===== config.mk =====
export PLATFORM = sky130hd
export DESIGN_NAME = scc_synth_cfg
export DESIGN_NICKNAME = d
export VERILOG_FILES = /design/src/shared/scc_pkg.sv /design/src/shared/scc_gate_if.sv /design/src/verilog/scc_clk_gate.sv /design/src/verilog/scc_synth_cfg.sv
export SDC_FILE = /design/constraint.sdc
export NUM_CORES = 1
export LEC_CHECK = 0
export BUFFER_PORTS_ARGS = -buffer_cell sky130_fd_sc_hd__buf_2
export CORE_MARGIN = 4
export CORE_UTILIZATION = 54
export CTS_CLUSTER_SIZE = 20
export DETAILED_ROUTE_END_ITERATION = 8
export MAX_ROUTING_LAYER = met4
export PLACE_DENSITY = 0.77
export SETUP_SLACK_MARGIN = 0.4
export SKIP_LAST_GASP = 1
export SLEW_MARGIN = 0
export SYNTH_ARGS = -nofsm -noshare
export SYNTH_HDL_FRONTEND = slang
export SYNTH_SLANG_ARGS = --single-unit

===== constraint.sdc =====
create_clock -name i_clk -period 2.6 [get_ports i_clk]
set_input_delay 0.52 -clock i_clk [delete_from_list [all_inputs] [get_ports i_clk]]
set_output_delay 0.52 -clock i_clk [all_outputs]
set_load 0.01 [all_outputs]

===== src/shared/scc_pkg.sv =====
package scc_pkg;

  // Register map
  localparam logic [7:0] REG_LO_ADDR  = 8'h00;
  localparam logic [7:0] REG_HI_ADDR  = 8'h01;
  localparam logic [7:0] REG_CMD_ADDR = 8'hF0;

  // Opcodes, matched on the low nibble only
  localparam logic [3:0] OP_INC   = 4'h1;
  localparam logic [3:0] OP_DEC   = 4'h2;
  localparam logic [3:0] OP_APPLY = 4'h4;
  localparam logic [3:0] OP_FETCH = 4'h8;

  // Fixed part of the 7-bit slave address (10110b)
  localparam logic [4:0] SLAVE_PREFIX = 5'h16;

  // High register field positions
  localparam int HI_FB_MSB    = 7;
  localparam int HI_FB_LSB    = 6;
  localparam int HI_FIRST_MSB = 5;
  localparam int HI_FIRST_LSB = 3;
  localparam int HI_HALVE_BIT = 2;
  localparam int HI_PRE_BIT   = 1;
  localparam int HI_LOCK_BIT  = 0;

  // Startup configuration when the configuration pins float
  localparam logic [9:0] FB_RESET    = 10'h1F4;
  localparam logic [2:0] FIRST_RESET = 3'h2;
  localparam logic       HALVE_RESET = 1'b0;
  localparam logic       PRE_RESET   = 1'b1;

  // Bits in one I2C byte and lock qualification delay in clock cycles
  localparam logic [3:0] BYTE_BITS      = 4'h8;
  localparam int         LOCK_DELAY_CYC = 1024;

  typedef struct packed {
    logic [9:0] fb_ratio;
    logic [2:0] first_out_ratio;
    logic       second_out_halving;
    logic       pre_div;
  } scc_div_t;

  localparam scc_div_t DIV_RESET = '{FB_RESET, FIRST_RESET, HALVE_RESET, PRE_RESET};

  typedef enum logic [2:0] {
    ST_IDLE,
    ST_ADDR,
    ST_ACK,
    ST_RX,
    ST_TX,
    ST_TX_ACK
  } scc_i2c_st_t;

endpackage


===== src/shared/scc_gate_if.sv =====
`timescale 1ns/1ns
interface scc_gate_if;
  logic src;
  logic halt_n;
  logic halve;
  logic out;

  modport ctrl (output src, output halt_n, output halve, input out);
  modport gate (input src, input halt_n, input halve, output out);
endinterface


===== src/verilog/scc_clk_gate.sv =====
`timescale 1ns/1ns
module scc_clk_gate
  import scc_pkg::*;
(
  // Clock and reset
  input wire logic  i_clk,
  input wire logic  i_rst_b,
  // Gated output path
  scc_gate_if.gate  gi
);

  logic src_q;
  logic div;
  logic run;
  logic out;
  logic next_src_q;
  logic next_div;
  logic next_run;
  logic next_out;
  logic lvl;

  always_comb
  begin
    next_src_q = gi.src;
    next_div   = div;
    // Divider free-runs through halts so shared rising edges stay aligned
    if (gi.src && !src_q)
    begin
      next_div = ~div;
    end
    lvl      = gi.halve ? next_div : gi.src;
    next_run = run;
    // Enable changes only while the clock is low, so no runt pulse
    if (!lvl)
    begin
      next_run = gi.halt_n;
    end
    next_out = lvl & next_run;
  end

  always_ff @(posedge i_clk)
  begin
    if (!i_rst_b)
    begin
      src_q <= 1'b0;
      div   <= 1'b0;
      run   <= 1'b0;
      out   <= 1'b0;
    end
    else
    begin
      src_q <= next_src_q;
      div   <= next_div;
      run   <= next_run;
      out   <= next_out;
    end
  end

  assign gi.out = out;
endmodule


===== src/verilog/scc_synth_cfg.sv =====
`timescale 1ns/1ns
module scc_synth_cfg
  import scc_pkg::*;
#(
  parameter int unsigned LOCK_DELAY = LOCK_DELAY_CYC
)
(
  // Clock and reset
  input  wire logic       i_clk,
  input  wire logic       i_rst_b,
  // Serial interface
  input  wire logic       i_scl,
  input  wire logic       i_sda,
  output logic            o_sda_out,
  output logic            o_sda_oe,
  input  wire logic       i_addr_strap_hi,
  input  wire logic       i_addr_strap_lo,
  // Pin configuration
  input  wire logic       i_pin_config_sel_n,
  input  wire logic [9:0] i_pin_fb_ratio,
  input  wire logic [2:0] i_pin_first_out_ratio,
  input  wire logic       i_pin_second_out_halving,
  input  wire logic       i_pin_pre_div,
  // PLL side
  input  wire logic       i_pll_lock_raw,
  input  wire logic       i_synth_clk,
  output logic [9:0]      o_fb_ratio,
  output logic [2:0]      o_first_out_ratio,
  output logic            o_second_out_halving,
  output logic            o_pre_div,
  output logic            o_lock,
  // Output clocks
  input  wire logic       i_output_halt_n_a,
  input  wire logic       i_output_halt_n_b,
  output logic            o_clock_out_a,
  output logic            o_clock_out_b
);

  localparam int LW = $clog2(LOCK_DELAY + 1);
  localparam logic [LW-1:0] LOCK_LAST = LW'(LOCK_DELAY - 1);
  localparam int SW = 24;

  // Two-flop synchronisers for every pin; only stage two is read
  logic [SW-1:0] sync_meta;
  logic [SW-1:0] sync_s;
  logic          scl_s;
  logic          sda_s;
  logic [1:0]    strap_s;
  logic          sel_n_s;
  scc_div_t      pin_div;
  logic          lock_raw_s;
  logic          synth_s;
  logic [1:0]    halt_n_s;

  always_ff @(posedge i_clk)
  begin
    sync_meta <= {i_scl, i_sda, i_addr_strap_hi, i_addr_strap_lo, i_pin_config_sel_n,
                  i_pin_fb_ratio, i_pin_first_out_ratio, i_pin_second_out_halving,
                  i_pin_pre_div, i_pll_lock_raw, i_synth_clk, i_output_halt_n_a,
                  i_output_halt_n_b};
    sync_s    <= sync_meta;
  end

  assign {scl_s, sda_s, strap_s, sel_n_s, pin_div, lock_raw_s, synth_s, halt_n_s} = sync_s;

  function automatic scc_div_t regs_to_div(input logic [7:0] lo, input logic [7:1] hi);
    scc_div_t d;
    d.fb_ratio           = {hi[HI_FB_MSB:HI_FB_LSB], lo};
    d.first_out_ratio    = hi[HI_FIRST_MSB:HI_FIRST_LSB];
    d.second_out_halving = hi[HI_HALVE_BIT];
    d.pre_div            = hi[HI_PRE_BIT];
    return d;
  endfunction

  function automatic logic [7:1] div_to_hi(input scc_div_t d);
    logic [7:1] h;
    h = {d.fb_ratio[9:8], d.first_out_ratio, d.second_out_halving, d.pre_div};
    return h;
  endfunction

  // ---------------- Serial slave ----------------
  scc_i2c_st_t st;
  scc_i2c_st_t next_st;
  logic        scl_q;
  logic        sda_q;
  logic [3:0]  cnt;
  logic [3:0]  next_cnt;
  logic [7:0]  rx_sh;
  logic [7:0]  next_rx_sh;
  logic [7:0]  tx_sh;
  logic [7:0]  next_tx_sh;
  logic        oe;
  logic        next_oe;
  logic        rd;
  logic        next_rd;
  logic        tx_hi;
  logic        next_tx_hi;
  logic        wr_phase;
  logic        next_wr_phase;
  logic [7:0]  reg_ptr;
  logic [7:0]  next_reg_ptr;
  logic        wr_stb;
  logic        next_wr_stb;
  logic [7:0]  wr_addr;
  logic [7:0]  next_wr_addr;
  logic [7:0]  wr_data;
  logic [7:0]  next_wr_data;
  logic        scl_rise;
  logic        scl_fall;
  logic        bus_start;
  logic        bus_stop;
  logic        addr_match;
  logic [7:0]  cfg_lo;
  logic [7:1]  cfg_hi;
  logic        lock;
  logic [7:0]  rd_lo;
  logic [7:0]  rd_hi;

  assign scl_rise   = scl_s & ~scl_q;
  assign scl_fall   = ~scl_s & scl_q;
  assign bus_start  = scl_s & scl_q & sda_q & ~sda_s;
  assign bus_stop   = scl_s & scl_q & ~sda_q & sda_s;
  assign addr_match = (rx_sh[7:1] == {SLAVE_PREFIX, strap_s});
  // Only the two configuration registers are ever sent back
  assign rd_lo      = cfg_lo;
  assign rd_hi      = {cfg_hi, lock};

  always_comb
  begin
    next_st       = st;
    next_cnt      = cnt;
    next_rx_sh    = rx_sh;
    next_tx_sh    = tx_sh;
    next_oe       = oe;
    next_rd       = rd;
    next_tx_hi    = tx_hi;
    next_wr_phase = wr_phase;
    next_reg_ptr  = reg_ptr;
    next_wr_stb   = 1'b0;
    next_wr_addr  = wr_addr;
    next_wr_data  = wr_data;
    if (bus_stop)
    begin
      next_st = ST_IDLE;
      next_oe = 1'b0;
    end
    else if (bus_start)
    begin
      next_st       = ST_ADDR;
      next_cnt      = 4'h0;
      next_oe       = 1'b0;
      next_wr_phase = 1'b0;
    end
    else if (scl_rise)
    begin
      case (st)
        ST_ADDR, ST_RX:
        begin
          next_rx_sh = {rx_sh[6:0], sda_s};
          next_cnt   = cnt + 4'h1;
        end
        ST_TX:
        begin
          next_cnt = cnt + 4'h1;
        end
        ST_TX_ACK:
        begin
          // A not-acknowledge ends the read
          if (sda_s)
          begin
            next_st = ST_IDLE;
          end
        end
        default:
        begin
          next_st = st;
        end
      endcase
    end
    else if (scl_fall)
    begin
      case (st)
        ST_ADDR:
        begin
          if (cnt == BYTE_BITS)
          begin
            if (addr_match)
            begin
              next_st    = ST_ACK;
              next_oe    = 1'b1;
              next_rd    = rx_sh[0];
              next_tx_hi = 1'b0;
            end
            else
            begin
              next_st = ST_IDLE;
            end
          end
        end
        ST_RX:
        begin
          if (cnt == BYTE_BITS)
          begin
            // Every byte is acked, even in pin mode or to unknown addresses
            next_st = ST_ACK;
            next_oe = 1'b1;
            if (!wr_phase)
            begin
              next_reg_ptr = rx_sh;
            end
            else
            begin
              next_wr_stb  = 1'b1;
              next_wr_addr = reg_ptr;
              next_wr_data = rx_sh;
            end
            next_wr_phase = ~wr_phase;
          end
        end
        ST_ACK:
        begin
          next_cnt = 4'h0;
          if (rd)
          begin
            next_st    = ST_TX;
            next_tx_sh = rd_lo;
            next_oe    = ~rd_lo[7];
          end
          else
          begin
            next_st = ST_RX;
            next_oe = 1'b0;
          end
        end
        ST_TX:
        begin
          if (cnt == BYTE_BITS)
          begin
            next_st    = ST_TX_ACK;
            next_oe    = 1'b0;
            next_tx_hi = ~tx_hi;
          end
          else
          begin
            next_tx_sh = {tx_sh[6:0], 1'b0};
            next_oe    = ~tx_sh[6];
          end
        end
        ST_TX_ACK:
        begin
          next_st    = ST_TX;
          next_cnt   = 4'h0;
          next_tx_sh = tx_hi ? rd_hi : rd_lo;
          next_oe    = tx_hi ? ~rd_hi[7] : ~rd_lo[7];
        end
        default:
        begin
          next_st = st;
        end
      endcase
    end
  end

  always_ff @(posedge i_clk)
  begin
    if (!i_rst_b)
    begin
      st       <= ST_IDLE;
      scl_q    <= 1'b1;
      sda_q    <= 1'b1;
      cnt      <= 4'h0;
      rx_sh    <= 8'h00;
      tx_sh    <= 8'h00;
      oe       <= 1'b0;
      rd       <= 1'b0;
      tx_hi    <= 1'b0;
      wr_phase <= 1'b0;
      reg_ptr  <= 8'h00;
      wr_stb   <= 1'b0;
      wr_addr  <= 8'h00;
      wr_data  <= 8'h00;
    end
    else
    begin
      st       <= next_st;
      scl_q    <= scl_s;
      sda_q    <= sda_s;
      cnt      <= next_cnt;
      rx_sh    <= next_rx_sh;
      tx_sh    <= next_tx_sh;
      oe       <= next_oe;
      rd       <= next_rd;
      tx_hi    <= next_tx_hi;
      wr_phase <= next_wr_phase;
      reg_ptr  <= next_reg_ptr;
      wr_stb   <= next_wr_stb;
      wr_addr  <= next_wr_addr;
      wr_data  <= next_wr_data;
    end
  end

  // ---------------- Configuration ----------------
  scc_div_t   act;
  scc_div_t   next_act;
  logic [7:0] next_cfg_lo;
  logic [7:1] next_cfg_hi;
  logic       boot_done;
  logic       boot;
  logic       serial;

  assign boot   = ~boot_done;
  assign serial = sel_n_s;

  always_comb
  begin
    next_act    = act;
    next_cfg_lo = cfg_lo;
    next_cfg_hi = cfg_hi;
    if (boot || !serial)
    begin
      // Synchronisers run through reset, so pins are valid at release
      next_act    = pin_div;
      next_cfg_lo = pin_div.fb_ratio[7:0];
      next_cfg_hi = div_to_hi(pin_div);
    end
    else if (wr_stb)
    begin
      // Mode switch into serial touches nothing here
      case (wr_addr)
        REG_LO_ADDR:
        begin
          next_cfg_lo = wr_data;
        end
        REG_HI_ADDR:
        begin
          next_cfg_hi = wr_data[7:1];
        end
        REG_CMD_ADDR:
        begin
          // Results are applied unchecked, even outside the lock range
          case (wr_data[3:0])
            OP_INC:   next_act.fb_ratio = act.fb_ratio + 10'h001;
            OP_DEC:   next_act.fb_ratio = act.fb_ratio - 10'h001;
            OP_APPLY: next_act = regs_to_div(cfg_lo, cfg_hi);
            OP_FETCH:
            begin
              next_cfg_lo = act.fb_ratio[7:0];
              next_cfg_hi = div_to_hi(act);
            end
            default:  next_act = act;
          endcase
        end
        default:
        begin
          next_act = act;
        end
      endcase
    end
  end

  always_ff @(posedge i_clk)
  begin
    if (!i_rst_b)
    begin
      act       <= DIV_RESET;
      cfg_lo    <= FB_RESET[7:0];
      cfg_hi    <= div_to_hi(DIV_RESET);
      boot_done <= 1'b0;
    end
    else
    begin
      act       <= next_act;
      cfg_lo    <= next_cfg_lo;
      cfg_hi    <= next_cfg_hi;
      boot_done <= 1'b1;
    end
  end

  // ---------------- Lock qualification ----------------
  logic [LW-1:0] lock_cnt;
  logic [LW-1:0] next_lock_cnt;
  logic          next_lock;

  always_comb
  begin
    next_lock_cnt = lock_cnt;
    next_lock     = lock;
    if (!lock_raw_s)
    begin
      next_lock_cnt = '0;
      next_lock     = 1'b0;
    end
    else if (lock_cnt == LOCK_LAST)
    begin
      next_lock = 1'b1;
    end
    else
    begin
      next_lock_cnt = lock_cnt + LW'(1);
    end
  end

  always_ff @(posedge i_clk)
  begin
    if (!i_rst_b)
    begin
      lock_cnt <= '0;
      lock     <= 1'b0;
    end
    else
    begin
      lock_cnt <= next_lock_cnt;
      lock     <= next_lock;
    end
  end

  // ---------------- Output clocks ----------------
  scc_gate_if gate_bus[2] ();

  genvar gi;
  generate
    for (gi = 0; gi < 2; gi++)
    begin : g_out
      assign gate_bus[gi].src    = synth_s;
      assign gate_bus[gi].halt_n = halt_n_s[1-gi];
      assign gate_bus[gi].halve  = (gi == 1) ? act.second_out_halving : 1'b0;
      scc_clk_gate u_gate (
        .i_clk   (i_clk),
        .i_rst_b (i_rst_b),
        .gi      (gate_bus[gi])
      );
    end
  endgenerate

  assign o_clock_out_a        = gate_bus[0].out;
  assign o_clock_out_b        = gate_bus[1].out;
  assign o_sda_out            = 1'b0;
  assign o_sda_oe             = oe;
  assign o_fb_ratio           = act.fb_ratio;
  assign o_first_out_ratio    = act.first_out_ratio;
  assign o_second_out_halving = act.second_out_halving;
  assign o_pre_div            = act.pre_div;
  assign o_lock               = lock;
endmodule

; Word-level counts from Yosys, hierarchy flattened
; Index checks and enable logic that the tools add are counted.
[op_classes]
addsub = 4
multipliers = 0
div = 0
n_lt_le_gt_ge = 0
eq_ne = 33
n_shift = 0
n_mux = 55
bitwise = 27
reduce_logical = 43
[ops]
columns = op, n
row1 = $mux 15, 3
row2 = $mux 7, 6
row3 = $reduce_and 7->1, 6
row4 = $pmux 10 s3, 1
row5 = $mux 3, 8
row6 = $mux 8, 3
row7 = $mux 1, 21
row8 = $pmux 7 s3, 1
row9 = $mux 4, 5
row10 = $not 1->1, 18
row11 = $pmux 8 s2, 1
row12 = $reduce_bool 2->1, 8
row13 = $pmux 3 s5, 1
row14 = $reduce_bool 3->1, 5
row15 = $ne 2x2->1 const B, 7
row16 = $pmux 7 s2, 1
row17 = $ne 4x4->1 const B, 3
row18 = $reduce_and 3->1, 4
row19 = $add 11x1->11 const B, 1
row20 = $eq 11x10->1 const B, 1
row21 = $add 10x1->10 const B, 1
row22 = $sub 10x1->10 const B, 1
row23 = $and 1x1->1, 9
row24 = $ne 3x2->1 const B, 3
row25 = other kinds (33), 44
[word_totals]
ff_bits = 150
latch_bits = 0
ramBits = 0
romBits = 0
out_inout_bits = 20
elab_cells = 194
mem_count = 0

; Depth between registers and ports, before layout
[logic_depth]
ltp_word = 7
mapped_depth = 10
ltp_nobuf = 8

; Cells and area by module
; A second synthesis with hierarchy kept.
[unflattened]
cells_unflattened = 742
hier_area_um2 = 6560.0
[modules_own_cells]
columns = module, instances, cells_each, area_per_inst_um2, seq_area_each_um2
row1 = scc_synth_cfg, 1, 710, 6237.2, 2882.8
row2 = scc_clk_gate, 2, 16, 161.4, 80.1

; Worst setup path after synthesis
; Ideal clock, no wire load.
[synth_timing]
path_kind = register -> register
start = register wr_data[0]
end = register act (netlist bit o_fb_ratio[4])
arrival_time_ns = 2.503
slack_ns = 0.018
stages_incl_launch_ff = 11
path_buffers = 2
path_cell_list = dfxtp_1 bufbuf_16 or4b_1 clkbuf_1 xnor2_1 ha_1 or4_1 mux2i_1 xor2_1 mux2i_1 o211ai_1
[synth_between]
elab_chain_len = 5
[synth_lines]
columns = item, line_no
row1 = from (decl), scc_synth_cfg.sv:106  ; logic [7:0] wr_data;
row2 = from (signal assigned), scc_synth_cfg.sv:298  ; wr_data <= next_wr_data;
row3 = $eq 4x3->1 (tied with other cells), scc_synth_cfg.sv:341  ; case (wr_data[3:0])
row4 = $pmux 10 s3, scc_synth_cfg.sv:341
row5 = $mux 15, scc_synth_cfg.sv:329  ; case (wr_addr)
row6 = $mux 15, scc_synth_cfg.sv:326  ; else if (wr_stb)
row7 = $mux 15, scc_synth_cfg.sv:319  ; if (boot || !serial)
row8 = to (signal assigned), scc_synth_cfg.sv:372  ; act <= next_act;
row9 = to (decl), scc_synth_cfg.sv:303  ; scc_div_t act;
; Several ways; a longest one is shown, not always the timed one. The select of a mux whose other input is x is not followed.
; A chain may end at the register's enable or synchronous reset.

; Worst setup path in the final report
[layout_timing]
start = register wr_data[3]
end = register act (netlist bit o_fb_ratio[4])
; Same word-level chain as after synthesis.

==> impl_results.md <==
- Outcome: completed
- GRT Overall Usage: about 25%
- Nets: 805
- Antenna-violating nets left: 0
- Filler cell count: 924
- Final Hold Viols: 0
- Tcrit/Tclk final: 88.0%
- Footprint of the multi-input gates: around 3200 sq um
- Reg area: 3010 sq um
- H-Tree Depth: 4
- CTS buffer count: 17
- CP Class: reg -> reg
- Routed WL: about 16 mm
- Clock sink count: 150
- Switching Share: 23.3%
- Final Skew: 0.00999 ns
- WL per Instance: 17.3 um
- Initial Utilization: 55.6%
- Worst-path fanout max: 2
- Top cells by area, synth: dfxtp_1 47%, nand2_1 6.8%, mux2i_1 5.6%, nor2_1 3.6%, a21oi_1 3.6%
- Share of the synthesized area in the top cell type: 46.9%
- P per Cell Area: 693 nW/um^2
- Placed Cells: 891
- Reg clk slew, reported paths: 0.07 ns
- Yosys warning total: 0
- Layout area overhead: 16.3%
- Combinational share of power: 6.0%
- Syn nets: about 770
- Via count: 5585
- RSZ-0062 raised after global routing: true
- Largest net degree at the start of global routing: 41
- Clk pwr share: 46.1%
- FFs w/ async S/R, synth: 0%
- First-pass GRT wire length: 26.0 mm
- Crit path launch type: register
- Latest clock arrival within the worst-skew pair: 0.43 ns
- CTS tree: done
- Post-synth EDFFs: 0
- Worst slew pin tran: roughly 0.73 ns
- DRC Markers: 0
- Site Rows: 39
- Vias in the first global route: 5298
- Peak supply drop: between 600 and 700 uV
- Seq cells post-synth: 150
- Chip height: 117 um
- Critical Path RT: 2.96 ns
- Setup TNS: 0 ns
- Sequential fraction of the synthesis area: between 40% and 50%
- Dominant cell type by area after synthesis: dfxtp_1
- Cell area after synthesis: about 6400 sq um
- Distinct cells, synth: 67
- Synth Flop Type: dfxtp_1
- DP HPWL: 11.0 mm
- Non-Filler Instances: about 930
- Worst Hold Class: in -> reg
- GP Congestion: 0.897
- Global route overflow: 0
- CTS root buffer: clkbuf_16
- Die area: 13700 sq um
- Final setup viols: 0
- Most common cell in the netlist: dfxtp_1
- Critical Path Sink Type: register
- Post-DP Area: roughly 6800 sq um
- Buffers on Ports: 44
- Core area: approximately 12000 sq um
- Share of cells above drive strength 1: approximately a fifth
- Pre-antenna DRT Iters: 5
- Maximum clock rate: roughly 440 MHz
- N_diodes: 0
- Max-cap check violation count: 0
- Count of pins over their slew limit: 0
- Clk buf depth: 2
- Internal power contribution: ~0.0040 W
- DRT iter0 DRCs: around 570
- Top Ports: 46
- Worst slew margin: 51.5%
- Sequential share of power: 47.9%
- Leakage: 2.89 nW
- Net Sw Power: about 0.0012 W
- Die X: about 120 um
- Via/cell ratio: 6.02
- Most common library cells after synthesis: 150 x dfxtp_1, 116 x nand2_1, 62 x nor2_1, 46 x a21oi_1, 45 x clkbuf_1
- Initial antenna violation count: 0
- Synth Area per Inst: 8.73 sq um
- Final instance area: 7450 sq um
- Post-Syn Instances: between 700 and 800
- Critical Path AT: 2.64 ns
- # hold bufs at CTS: 0
- Period minus WS final: 2.29 ns
## layer usage
metal / up-vias / global-route usage (%) / part of all wire, %
met3: 37 / 5.19 / 6.2
met1: 2664 / 31.9 / 44
li1: 2676 / - / -
met4: 0 / 9.25 / 2.2
met5: - / - / 0
met2: 208 / 38.7 / 48
## cells by family (layout without fill, tap and decap cells)
kind of cell	count (synthesis)	count (layout)	share of synthesized area (%)
flops	150	150	46.9
simple gates	277	277	20.9
mux	36	36	5.63
xor+xnor	16	16	2.19
other cells	1	1	0.0585
fa+ha+maj	7	7	1.37
compound gates	175	175	18.2
buf+inv	72	122	4.82
## metrics by stage
step                      util, %  hold WS, ns  power, W  setup WS (ns)
final                        64.7        0.191   0.00516          0.312
after global routing         64.7        0.176   0.00533          0.167
after CTS                    63.9        0.179   0.00518          0.317
after detailed placement     58.7        0.312   0.00282          0.226
after global placement       58.7        0.311   0.00280          0.283
after floorplan                 -        0.310   0.00270          0.187
## sequential cells by signal (all words and copies together) (netlist names), 10 cells and up
name / count
lock_cnt: 11
o_fb_ratio: 10
sync_meta: 24
sync_s: 24
## cell usage in the layout, fill, tap and decap left out, drive strengths merged, types with 6 or more instances in the layout
cell type    n
o21ai       39
nand4        8
nand3        6
xnor2        6
dfxtp      150
a21oi       46
nor2        62
nor3        11
nand2b       8
clkbuf      21
a211o        8
o221ai      10
a31o        14
nand2      116
o22ai        6
ha           7
a31oi        9
buf         71
inv         22
mux2i       36
and2         7
or3         16
xor2        10
and3         6
## layout make-up
cell class                      count  area share (%)
Multi-Input combinational cell    512            42.9
Sequential cell                   150            40.4
Clock buffer                       21            6.05
Timing Repair Buffer               71            5.68
Inverter                           20            1.01
Clock inverter                     10            1.63
Tap cell                          143            2.40
## repair_timing
item | 4_1_cts | 5_1_grt
endpoints found under the hold margin | 0 | 0
buffers inserted | 1 | 4
pin swaps | 2 | 4
endpoints found under the setup margin | 28 | 67
gates resized for setup | 6 | 16
## power groups by stage
stage | clock network (W) | registers [W] | logic (W)
final | 0.00238 | 0.00247 | 0.000309
after global routing | 0.00251 | 0.00248 | 0.000341
after CTS | 0.00241 | 0.00247 | 0.000302
after detailed placement | 0 | 0.00252 | 0.000298
after global placement | 0 | 0.00252 | 0.000288
after floorplan | 0 | 0.00249 | 0.000210
## final timing paths
check	startpoint	end	slack, ns	cells after the start
hold reg to reg	sync_meta[22]	sync_s[22]	0.32	0
hold / removal	i_pin_first_out_ratio[0]	sync_meta[6]	0.19	1
setup reg to reg	wr_data[3]	o_fb_ratio[4]	0.31	8
setup / recovery	wr_data[3]	o_fb_ratio[4]	0.31	8
## critical path, cell delays in order, from the launching register on
cell,delay [ns]
dfxtp_2,0.32
or4b_4,0.57
xnor2_2,0.15
ha_2,0.18
or4_1,0.39
mux2i_1,0.19
xor2_1,0.18
mux2i_1,0.10
o211ai_1,0.15
Power figures use the tool's default switching activity.
